## config.mk

```make
export PLATFORM = sky130hd
export DESIGN_NAME = vtsp_packetizer
export DESIGN_NICKNAME = d
export VERILOG_FILES = /design/src/vtsp_pkg.sv /design/src/vtsp_packetizer.sv /design/src/vtsp_ts_ram.sv
export SDC_FILE = /design/constraint.sdc
export NUM_CORES = 2
export LEC_CHECK = 0
export ABC_CLOCK_PERIOD_IN_PS = 5000
export BUFFER_PORTS_ARGS = -buffer_cell sky130_fd_sc_hd__buf_2
export CAP_MARGIN = 20
export CORE_MARGIN = 2
export CORE_UTILIZATION = 40
export CTS_BUF_LIST = sky130_fd_sc_hd__clkbuf_4
export CTS_CLUSTER_SIZE = 14
export DETAILED_ROUTE_END_ITERATION = 12
export PLACE_DENSITY_LB_ADDON = 0.1
export SLEW_MARGIN = 20
export SYNTH_ARGS = -nofsm -noshare
export SYNTH_HDL_FRONTEND = slang
export SYNTH_SLANG_ARGS = --single-unit
```

## constraint.sdc

```tcl
create_clock -name pclk -period 5 [get_ports pclk]
set_input_delay 0 -clock pclk [delete_from_list [all_inputs] [get_ports pclk]]
set_output_delay 0 -clock pclk [all_outputs]
set_load 0.02 [all_outputs]
```

## src/vtsp_pkg.sv

```systemverilog
// constants and types of the video transport stream packetizer
// assumes a single 250 MHz clock domain and a byte-wide transport input
package vtsp_pkg;
	// transport packet geometry
	localparam int TS_BYTES = 188; // sync byte plus 187 data bytes
	localparam int TS_WORDS = TS_BYTES / 2; // 16-bit words per transport packet
	localparam logic [7:0] TS_LAST_BYTE = 8'hbb; // index of byte 187
	localparam logic [6:0] TS_LAST_WORD = 7'h5d; // index of word 93
	localparam logic [7:0] SYNC_BYTE = 8'h47; // 01000111
	// payload kinds, 4'h4 and up reserved
	localparam logic [3:0] KIND_MPEG2_MPML = 4'h0;
	localparam logic [3:0] KIND_H264_L21 = 4'h1;
	localparam logic [3:0] KIND_H264_L22 = 4'h2;
	localparam logic [3:0] KIND_H264_L3 = 4'h3;
	// register byte offsets
	localparam logic [7:0] OFF_CTRL = 8'h00;
	localparam logic [7:0] OFF_STAT = 8'h04;
	localparam logic [7:0] OFF_CHAN = 8'h08;
	// control register fields
	localparam int CTL_KIND_LSB = 0;
	localparam int CTL_ORDER = 4;
	localparam int CTL_ET = 5;
	localparam int CTL_IPH = 6;
	localparam int CTL_SYNC = 7;
	localparam int CTL_META = 8;
	localparam int CTL_ABS = 9;
	localparam int CTL_COUNT_LSB = 16;
	localparam int CTL_EN = 31;
	localparam logic [31:0] CTL_RESET = 32'h0001_0000; // disabled, one transport packet per data packet
	// status register fields
	localparam int STAT_RESYNC = 0;
	localparam int STAT_BUSY = 1;
	localparam int STAT_COUNT_LSB = 8;
	// channel word fields
	localparam int CW_ET = 31;
	localparam int CW_IPH = 30;
	localparam int CW_SYNC = 29;
	localparam int CW_META = 28;
	localparam int CW_KIND_LSB = 24;
	localparam int CW_ORDER = 23;
	// sequencer states, gray along fill, channel, stamp, body
	typedef enum logic [2:0] {
		S_IDLE = 3'h0,
		S_FILL = 3'h1,
		S_CHAN = 3'h3,
		S_STAMP = 3'h2,
		S_BODY = 3'h6
	} vtsp_state_e;
	// one 16-bit word of packet body with framing marks
	typedef struct packed {
		logic first; // first word of the data packet, the channel word low half
		logic last; // last word of the data packet
		logic [15:0] data;
	} vtsp_word_s;
endpackage

```

## src/vtsp_packetizer.sv

```systemverilog
// transport stream packetizer: channel word, optional timestamps, 16-bit body words
// assumes an APB master, a byte-wide encoder upstream and a header/trailer stage downstream
//
// Decided for this implementation: register access over APB and the address map.
`timescale 1ns/100ps
// Overview of operation
// - payload kind sits in channel bits 27-24
// - channel bit 23 gives byte order
// - order zero: earlier byte in high half
// - order one: earlier byte in low half
// - channel bits 22-0 stay zero
// - optional 64-bit stamp precedes each sync byte
// - stamp low time word then high word
// - relative time, high 16 bits zero
// - absolute time replaces relative when enabled
// - only whole 188-byte transport packets emitted
// - header time taken at first packet start
// - every transport packet starts with 0x47
// - exactly 187 bytes follow the sync byte
// - channel word low half then high half
// - channel bit 30 marks stamps present
// - channel bit 31 marks embedded time
// - channel bit 29 marks clock sync
// - channel bit 28 marks metadata present
module vtsp_packetizer (
	input wire logic pclk,
	input wire logic presetn,
	input wire logic psel,
	input wire logic penable,
	input wire logic pwrite,
	input wire logic [7:0] paddr,
	input wire logic [31:0] pwdata,
	output logic [31:0] prdata,
	output logic pready,
	output logic pslverr,
	input wire logic ts_valid,
	input wire logic [7:0] ts_data,
	output logic ts_ready,
	input wire logic [47:0] rtc_time,
	input wire logic [63:0] abs_time,
	output logic out_valid,
	output vtsp_pkg::vtsp_word_s out_word,
	input wire logic out_ready,
	output logic [47:0] hdr_time,
	output logic hdr_time_valid
);
	// all state of the block
	typedef struct packed {
		vtsp_pkg::vtsp_state_e state;
		logic [31:0] ctrl; // control register
		logic [31:0] cw; // channel word latched per data packet
		logic [63:0] stamp; // time of the buffered transport packet
		logic [7:0] pend; // even byte waiting for its partner
		logic [7:0] bcnt; // byte index inside transport packet
		logic [6:0] addr; // body word being read
		logic [1:0] sub; // half-word index in channel and stamp
		logic [7:0] tsn; // transport packets already in this data packet
		logic [7:0] pcnt; // data packets completed
		logic rd_ok; // read data matches addr
		logic resync; // a byte was dropped hunting for sync
		logic ts_ready;
		logic [31:0] prdata;
		logic pready;
		logic pslverr;
		logic [47:0] hdr_time;
		logic hdr_valid;
		logic v0; // buffer head valid
		logic v1; // buffer tail valid
		vtsp_pkg::vtsp_word_s e0; // buffer head
		vtsp_pkg::vtsp_word_s e1; // buffer tail
	} vtsp_top_s;

	vtsp_top_s r;
	vtsp_top_s next_r;
	logic wr_en; // store one body word
	logic [6:0] wr_addr;
	logic [15:0] wr_data;
	logic [15:0] rd_data; // registered body word
	logic accept; // byte taken from the encoder
	logic push; // word enters the two-entry buffer
	logic src_ok; // current source word is ready
	vtsp_pkg::vtsp_word_s src; // current source word
	logic [7:0] tp_count; // transport packets per data packet
	logic pkt_end; // this transport packet closes the data packet

	// channel word from the control register, reserved bits forced to zero
	function automatic logic [31:0] build_cw(input logic [31:0] c);
		logic [31:0] w;
		w = 32'h0000_0000;
		w[vtsp_pkg::CW_ET] = c[vtsp_pkg::CTL_ET];
		w[vtsp_pkg::CW_IPH] = c[vtsp_pkg::CTL_IPH];
		w[vtsp_pkg::CW_SYNC] = c[vtsp_pkg::CTL_SYNC];
		w[vtsp_pkg::CW_META] = c[vtsp_pkg::CTL_META];
		w[vtsp_pkg::CW_KIND_LSB +: 4] = c[vtsp_pkg::CTL_KIND_LSB +: 4];
		w[vtsp_pkg::CW_ORDER] = c[vtsp_pkg::CTL_ORDER];
		return w;
	endfunction

	// pair an earlier and a later byte into one word by byte order
	function automatic logic [15:0] pair_bytes(input logic [7:0] early, input logic [7:0] late, input logic order);
		logic [15:0] w;
		w = order ? {late, early} : {early, late};
		return w;
	endfunction

	// a zero count closes a data packet after every transport packet, same as one
	assign tp_count = (r.ctrl[vtsp_pkg::CTL_COUNT_LSB +: 8] == 8'h00) ? 8'h01 : r.ctrl[vtsp_pkg::CTL_COUNT_LSB +: 8];
	assign accept = ts_valid && r.ts_ready;
	assign pkt_end = ({1'b0, r.tsn} + 9'h001) >= {1'b0, tp_count};

	vtsp_ts_ram #(
		.DEPTH(vtsp_pkg::TS_WORDS),
		.AW(7)
	) u_ram (
		.pclk(pclk),
		.presetn(presetn),
		.wr_en(wr_en),
		.wr_addr(wr_addr),
		.wr_data(wr_data),
		.rd_addr(r.addr),
		.rd_data(rd_data)
	);

	// source word chosen by the sequencer
	always_comb begin
		src = '0;
		src_ok = 1'b0;
		case (r.state)
			vtsp_pkg::S_CHAN: begin
				src.first = (r.sub == 2'h0);
				src.data = (r.sub == 2'h0) ? r.cw[15:0] : r.cw[31:16];
				src_ok = 1'b1;
			end
			vtsp_pkg::S_STAMP: begin
				src.data = r.stamp[{r.sub, 4'h0} +: 16];
				src_ok = 1'b1;
			end
			vtsp_pkg::S_BODY: begin
				src.data = rd_data;
				src.last = (r.addr == vtsp_pkg::TS_LAST_WORD) && pkt_end;
				src_ok = r.rd_ok; // registered read needs one settled cycle
			end
			default: begin
				src_ok = 1'b0;
			end
		endcase
		push = src_ok && !r.v1;
	end

	// next state: bus slave, sequencer, two-entry buffer
	always_comb begin
		next_r = r;
		wr_en = 1'b0;
		wr_addr = 7'h00;
		wr_data = 16'h0000;
		next_r.hdr_valid = 1'b0;
		// apb: answer one cycle into the access phase
		next_r.pready = 1'b0;
		next_r.pslverr = 1'b0;
		if (psel && penable && !r.pready) begin
			next_r.pready = 1'b1;
			next_r.prdata = 32'h0000_0000;
			case (paddr)
				vtsp_pkg::OFF_CTRL: begin
					next_r.prdata = r.ctrl;
				end
				vtsp_pkg::OFF_STAT: begin
					next_r.prdata[vtsp_pkg::STAT_RESYNC] = r.resync;
					next_r.prdata[vtsp_pkg::STAT_BUSY] = (r.state != vtsp_pkg::S_IDLE);
					next_r.prdata[vtsp_pkg::STAT_COUNT_LSB +: 8] = r.pcnt;
				end
				vtsp_pkg::OFF_CHAN: begin
					next_r.prdata = r.cw;
				end
				default: begin
					next_r.pslverr = 1'b1; // unmapped
				end
			endcase
		end
		// writes land on the completing edge
		if (psel && penable && r.pready && pwrite) begin
			if (paddr == vtsp_pkg::OFF_CTRL) begin
				next_r.ctrl = pwdata;
			end else if (paddr == vtsp_pkg::OFF_STAT && pwdata[vtsp_pkg::STAT_RESYNC]) begin
				next_r.resync = 1'b0; // write one to clear; a new drop below wins
			end
		end
		// sequencer
		case (r.state)
			vtsp_pkg::S_IDLE: begin
				next_r.tsn = 8'h00;
				next_r.bcnt = 8'h00;
				if (r.ctrl[vtsp_pkg::CTL_EN]) begin
					next_r.state = vtsp_pkg::S_FILL;
				end
			end
			vtsp_pkg::S_FILL: begin
				if (accept) begin
					if (r.bcnt == 8'h00 && ts_data != vtsp_pkg::SYNC_BYTE) begin
						next_r.resync = 1'b1;
					end else begin
						if (r.bcnt == 8'h00) begin
							// time of the first bit of this transport packet
							next_r.stamp = r.ctrl[vtsp_pkg::CTL_ABS] ? abs_time : {16'h0000, rtc_time};
							if (r.tsn == 8'h00) begin
								next_r.cw = build_cw(r.ctrl);
								next_r.hdr_time = rtc_time;
								next_r.hdr_valid = 1'b1;
							end
						end
						if (!r.bcnt[0]) begin
							next_r.pend = ts_data;
						end else begin
							wr_en = 1'b1;
							wr_addr = r.bcnt[7:1];
							wr_data = pair_bytes(r.pend, ts_data, r.cw[vtsp_pkg::CW_ORDER]);
						end
						if (r.bcnt == vtsp_pkg::TS_LAST_BYTE) begin
							// whole packet stored, only now is anything emitted
							next_r.bcnt = 8'h00;
							next_r.sub = 2'h0;
							next_r.addr = 7'h00;
							if (r.tsn == 8'h00) begin
								next_r.state = vtsp_pkg::S_CHAN;
							end else if (r.cw[vtsp_pkg::CW_IPH]) begin
								next_r.state = vtsp_pkg::S_STAMP;
							end else begin
								next_r.state = vtsp_pkg::S_BODY;
							end
						end else begin
							next_r.bcnt = r.bcnt + 8'h01;
						end
					end
				end else if (r.bcnt == 8'h00 && r.tsn == 8'h00 && !r.ctrl[vtsp_pkg::CTL_EN]) begin
					next_r.state = vtsp_pkg::S_IDLE; // stop only between data packets
				end
			end
			vtsp_pkg::S_CHAN: begin
				if (push) begin
					if (r.sub == 2'h1) begin
						next_r.sub = 2'h0;
						next_r.state = r.cw[vtsp_pkg::CW_IPH] ? vtsp_pkg::S_STAMP : vtsp_pkg::S_BODY;
					end else begin
						next_r.sub = 2'h1;
					end
				end
			end
			vtsp_pkg::S_STAMP: begin
				if (push) begin
					next_r.sub = r.sub + 2'h1;
					if (r.sub == 2'h3) begin
						next_r.state = vtsp_pkg::S_BODY;
					end
				end
			end
			vtsp_pkg::S_BODY: begin
				if (push) begin
					if (r.addr == vtsp_pkg::TS_LAST_WORD) begin
						next_r.addr = 7'h00;
						if (pkt_end) begin
							next_r.tsn = 8'h00;
							next_r.pcnt = r.pcnt + 8'h01;
							next_r.state = r.ctrl[vtsp_pkg::CTL_EN] ? vtsp_pkg::S_FILL : vtsp_pkg::S_IDLE;
						end else begin
							next_r.tsn = r.tsn + 8'h01;
							next_r.state = vtsp_pkg::S_FILL;
						end
					end else begin
						next_r.addr = r.addr + 7'h01;
					end
				end
			end
			default: begin
				next_r.state = vtsp_pkg::S_IDLE;
			end
		endcase
		next_r.rd_ok = (r.state == vtsp_pkg::S_BODY) && !push;
		next_r.ts_ready = (next_r.state == vtsp_pkg::S_FILL);
		// two-entry buffer: pop shifts the tail forward, push fills the free slot
		if (r.v0 && out_ready) begin
			next_r.e0 = r.e1;
			next_r.v0 = r.v1;
			next_r.v1 = 1'b0;
		end
		if (push) begin
			if (!next_r.v0) begin
				next_r.e0 = src;
				next_r.v0 = 1'b1;
			end else begin
				next_r.e1 = src;
				next_r.v1 = 1'b1;
			end
		end
	end

	// state register
	always_ff @(posedge pclk or negedge presetn) begin
		if (!presetn) begin
			r <= '0;
			r.ctrl <= vtsp_pkg::CTL_RESET;
		end else begin
			r <= next_r;
		end
	end

	// outputs straight from flip-flops
	assign prdata = r.prdata;
	assign pready = r.pready;
	assign pslverr = r.pslverr;
	assign ts_ready = r.ts_ready;
	assign out_valid = r.v0;
	assign out_word = r.e0;
	assign hdr_time = r.hdr_time;
	assign hdr_time_valid = r.hdr_valid;

	// checks
	logic body_push0; // first body word entering the buffer
	assign body_push0 = push && r.state == vtsp_pkg::S_BODY && r.addr == 7'h00;
endmodule

```

## src/vtsp_ts_ram.sv

```systemverilog
// one-transport-packet word store with registered read data
// assumes writer and reader never touch the same word in one cycle
`timescale 1ns/100ps
module vtsp_ts_ram #(
	parameter int DEPTH = 94,
	parameter int AW = 7
) (
	input wire logic pclk,
	input wire logic presetn,
	input wire logic wr_en,
	input wire logic [AW-1:0] wr_addr,
	input wire logic [15:0] wr_data,
	input wire logic [AW-1:0] rd_addr,
	output logic [15:0] rd_data
);
	// refuse a store too small for a transport packet or an address too narrow
	if (DEPTH < vtsp_pkg::TS_WORDS || (1 << AW) < DEPTH) begin : g_bad_size
		$error("vtsp_ts_ram: depth or address width unusable");
	end

	typedef struct packed {
		logic [DEPTH-1:0][15:0] mem; // word array
		logic [15:0] rdata; // read register
	} vtsp_ram_s;

	vtsp_ram_s r;
	vtsp_ram_s next_r;

	// write port and read register
	always_comb begin
		next_r = r;
		if (wr_en) begin
			next_r.mem[wr_addr] = wr_data;
		end
		next_r.rdata = r.mem[rd_addr]; // old data on a collision
	end

	// state register
	always_ff @(posedge pclk or negedge presetn) begin
		if (!presetn) begin
			r <= '0;
		end else begin
			r <= next_r;
		end
	end

	assign rd_data = r.rdata;
endmodule

```

== Yosys cells after proc, flatten, opt, wreduce, memory -nomap -nowiden ==
Cells that the tools add are included.

* Register bits: 1793
* Input port bits: 167
* Output and inout bits: 103
* Word-level logic and storage cells: 274

* Add/sub/neg operators: 6
* Magnitude comparators: 4
* Equal/unequal tests: 19
* Shift-type cells: 1
* Muxes and demuxes: 80
* Bitwise logic cells: 2
* Reductions and logical operators: 41

{| class="wikitable"
|+ Operators with widths
! cell !! count
|-
| 1504-bit bitwise mux || 1
|-
| 16-bit 2-to-1 mux || 10
|-
| 16-bit binary-select mux with 7-bit select || 1
|-
| 16-bit demux with 7-bit select || 1
|-
| 64-bit 2-to-1 mux || 1
|-
| 64-bit by 7-bit indexed part select with 16-bit output || 1
|-
| 16-bit one-hot mux with 3 select lines || 1
|-
| 8-bit one-hot mux with 2 select lines || 3
|-
| 7-bit 2-to-1 mux || 6
|-
| 3-bit 2-to-1 mux || 13
|-
| 38-bit 2-to-1 mux || 1
|-
| 18-bit 2-to-1 mux || 2
|-
| 17-bit 2-to-1 mux || 2
|-
| 8-bit zero test || 4
|-
| 8-bit 2-to-1 mux || 4
|-
| 16-bit one-hot mux with 2 select lines || 1
|-
| 8-bit by 1-bit adder with 8-bit output, second input constant || 3
|-
| 1-bit 2-to-1 mux || 22
|-
| 20-bit 2-to-1 mux || 1
|-
| 7-bit by 8-bit less-than comparator with 1-bit output, second input constant || 2
|-
| 3-bit one-hot mux with 5 select lines || 1
|-
| 1-bit logical AND || 14
|-
| 2-bit != test, second input constant || 7
|-
| 7-bit one-hot mux with 2 select lines || 1
|-
| 34 further kinds || 50
|}

== Depth between registers and ports, before layout ==
* Depth in word-level cells: 10
* Depth in mapped cells: 12
* Gate-level depth less buffers: 11

== By module ==
A second synthesis with hierarchy kept.

* Cell total of the unflattened synthesis: 5746
* Area total of the unflattened synthesis: 83122.2 um^2

{| class="wikitable"
|+ By module, submodules not included
! module !! instances !! cells each !! area an instance (um^2) !! sequential area each (um^2)
|-
| vtsp_ts_ram || 1 || 4486 || 69460.4 || 38036.5
|-
| vtsp_packetizer || 1 || 1260 || 13661.9 || 6832.8
|}

== Worst setup path after synthesis ==
No wires, ideal clock.

* Path type: register -> register
* From: reg r[143] (netlist bit)
* To: reg r[138] (netlist bit)
* Setup time: 0.124 ns
* Data arrival time: 2.727 ns
* Required time: 4.876 ns
* Setup slack: 2.149 ns
* Stages on the path, launching flop included: 12
* Buffers on the path: 5
* Period minus slack after synthesis: 2.851 ns
* Path through: dfrtp_1 buf_2 inv_1 buf_1 clkbuf_1 ha_1 nand4_1 or2_2 clkbuf_1 and2_1 clkbuf_1 o31a_1

* Longest elaborated chain between the ends: 3

{| class="wikitable"
|+ RTL lines
! what !! line !! text
|-
| start: declaration || vtsp_packetizer.sv:73 || <nowiki>vtsp_top_s r;</nowiki>
|-
| start signal: assignment || vtsp_packetizer.sv:302 || <nowiki>r <= next_r;</nowiki>
|-
| 7-bit == test || vtsp_packetizer.sv:258 || <nowiki>if (r.addr == vtsp_pkg::TS_LAST_WORD) begin</nowiki>
|-
| 2-bit != test (no source line) || - ||
|-
| 3-bit AND reduction (no source line) || - ||
|}

No other way between the ends.
A chain may end at the register's enable or synchronous reset.

== Final worst setup path ==
* From: in paddr[0]
* To: reg r[281] (netlist bit)

* Longest elaborated chain between the ends: 2

{| class="wikitable"
|+ RTL lines
! what !! line !! text
|-
| start: declaration || vtsp_packetizer.sv:31 || <nowiki>input wire logic [7:0] paddr,</nowiki>
|-
| 8-bit zero test || vtsp_packetizer.sv:182 || <nowiki>if (paddr == vtsp_pkg::OFF_CTRL) begin</nowiki>
|-
| 2-bit AND reduction (no source line) || - ||
|}

No other way between the ends.

==> metrics.cfg <==
[routing]
finalWirelength_um = 291000
drc = 0
drtPass1Iterations = 8
wl_per_cell_um = 26.2
vias = 61200
via_per_inst = 5.50
drtIter0Drc = 5413
antenna_left = 0

[floorplan]
die_h_um = 450
initial_utilization_pct = 40.3
dieWidth_um = 450
core_area_sq_mm = 0.197
rows = 163
dieArea_sq_mm = 0.202
pin_count = 270

[sta]
tightest_slew_ps = 1190
slew_violations = 0
finalSetupTns_ps = 0
hold_ws_ps = 192
finalCriticalPeriod_ps = 4530
grt_setup_unrepaired = no
hold_viol = 0
max_freq_mhz = 221
setup_viol = 0
min_period_over_period_pct = 90.7
finClkSkew_ps = 124
relSlewSlack_pct = 20.1

[cells_and_area]
drive_gt1_share_pct = 23.0
nets = 8338
final_cell_mix = dfrtp_1, nand2_1, o21ai_0
final_cells = 11100
final_common_cell = dfrtp_1
area_growth_pct = 19.4

[global_routing]
antenna_found_initial = 28
grt_max_degree = 156
grt_usage_pct = 28.9
grt_pass1_wl_um = 431000
grt_overflow = 0
grt_pass1_vias = 62100

[clocking]
cts_resized = 0
cts_sinks = 1793
cts_tree = done
post_cts_buffers = 0
htreeDepth = 6
clock_path_buffers = 4
cts-buffers-inserted = 531
clkLatencyLatePin_ps = 1390
path_clk_slew_ps = 60
postCtsHoldBufs = 497
clock-root-buffer = clkbuf_4

[worst_setup_path]
cp_max_fo = 39
critPathArrivalTime_ps = 5770
crit_required_ps = 6240
start_kind = primary input
crit_path_end_kind = flop
r2r-start = r[153]
critical_path_class = primary input to flop
crit_start = paddr[0]

[synth]
yosysWarnings = 0
ys_seq_area_share_pct = 56.5
synth-simple-area-share_pct = 10.6
synthesis.area_sq_mm = 0.0794
synth-compound-area-share_pct = 12.9
yosys.area.top_type_share_pct = 56.5
synth_top_family_by_area = multiplexers
synth_fp_nets = 7514
synthArstFlopShare_pct = 100
synthAdderAreaFrac_pct = 0.284
synth_flop_cell = dfrtp_1
synthMuxAreaShare_pct = 15.1
syn_avg_cell_area_sq_um = 10.8
synth_edf_count = 0
synthCells = 7329
netlist_top_cells_area = dfrtp_1, mux4_2, o21ai_0, nand2_1, mux2i_1
ys_ff_latch = 1793
yosysTopAreaCell = dfrtp_1
yosys.cell_types.count = 82
synth-xor-area-share_pct = 0.132

[placed_design]
place_congestion = 0.957
placedCellCount = 9762
dp_hpwl_um = 183000
portBuffers = 269

[power_and_ir_drop]
powerDensity_mw_per_mm2 = 304
p_leak_nw = 42.3
irDropWorstVdd_mv = 0.200

[hold_path]
min_from = abs_time[38]
hp-class = primary input to flop

[status]
outcome = complete, no violations

[run]
cap_violations = 0

-- worst paths after layout --
kind,end,slack (ps),depth (start not counted)
setup / recovery,r[281],470,15
hold / removal,r[203],190,5
setup reg to reg,hdr_time[35],1120,8
hold reg to reg,prdata[17],460,2
max in group asynchronous,u_ram.r[389],3020,6
min in group asynchronous,u_ram.r[559],600,5
-- sequential cells by signal (all words and copies together) (netlist names) --
name            flops
pslverr             1
prdata             32
hdr_time_valid      1
out_word           18
u_ram.rd_data      16
r                 170
u_ram.r          1504
pready              1
hdr_time           48
ts_ready            1
out_valid           1
-- power breakdown --
group / internal (mW) / switching [mW] / total [mW]
clock network: 7.15 / 6.30 / 13.5
registers: 14.5 / 0.0109 / 14.5
logic: 0.303 / 0.513 / 0.816
total: 22.0 / 6.83 / 28.8
-- area by class of cell --
| type | instances | area, sq um |
|---|---|---|
| fill | 18300 | 102000 |
| sequential | 1793 | 44900 |
| multi-input combinational | 4752 | 31400 |
| timing repair buffer | 1050 | 8940 |
| clock buffer | 760 | 5710 |
| tap | 2640 | 3300 |
| clock inverter | 93 | 485 |
| inverter | 25 | 95.1 |
| antenna | 11 | 27.5 |
-- cells by family (layout without fill, tap and decap cells) --
family,Yosys count,count (layout)
flip-flops,1793,1793
multiplexers,740,740
AO/OA/AOI/OAI,1902,1902
XOR/XNOR,12,12
other,0,11
adder cells (fa/ha/maj),18,18
buffers and inverters,784,1928
AND/OR/NAND/NOR,2080,2080
-- cells in the mapped netlist (36+ instances only) --
| master | instances |
|---|---|
| dfrtp_1 | 1792 |
| nand2_1 | 1673 |
| o21ai_0 | 1331 |
| clkbuf_1 | 541 |
| mux4_2 | 344 |
| mux2i_1 | 203 |
| mux2_2 | 172 |
| a21oi_1 | 165 |
| nor2_1 | 160 |
| o21ai_1 | 151 |
| buf_4 | 110 |
| nand3_1 | 90 |
| buf_2 | 79 |
| a22oi_1 | 46 |
| a211oi_1 | 36 |
-- routing by layer --
layer / GRT usage (%) / up-vias / part of all wire [%]
li1: - / 27500 / -
met1: 37.9 / 30700 / 41
met2: 45.6 / 2387 / 46
met3: 6.79 / 623 / 7.4
met4: 13.3 / 10 / 4.6
met5: 0 / - / 0.021
-- worst max-delay path, stage by stage --
cell,delay [ps]
dlygate4sd3_1,530
buf_2,120
dlygate4sd3_1,550
nor2_1,90
dlygate4sd3_1,550
nand2_1,80
dlygate4sd3_1,620
nor3_2,120
dlygate4sd3_1,580
buf_4,350
and2_2,810
nand2_1,120
dlygate4sd3_1,590
o21ai_0,70
dlygate4sd3_1,580
-- through the flow --
step / worst slack (ps) / util, % / cell area, sq um / total power, mW
floorplan: 2150 / - / 79400 / 14.9
global placement: 1190 / 42.4 / 83500 / 15.4
detailed placement: 1230 / 42.4 / 83600 / 15.4
CTS: 746 / 48.0 / 94800 / 29.2
global route: 320 / 48.1 / 94800 / 30.2
finish: 466 / 48.1 / 94800 / 28.8
Power figures use the tool's default switching activity.
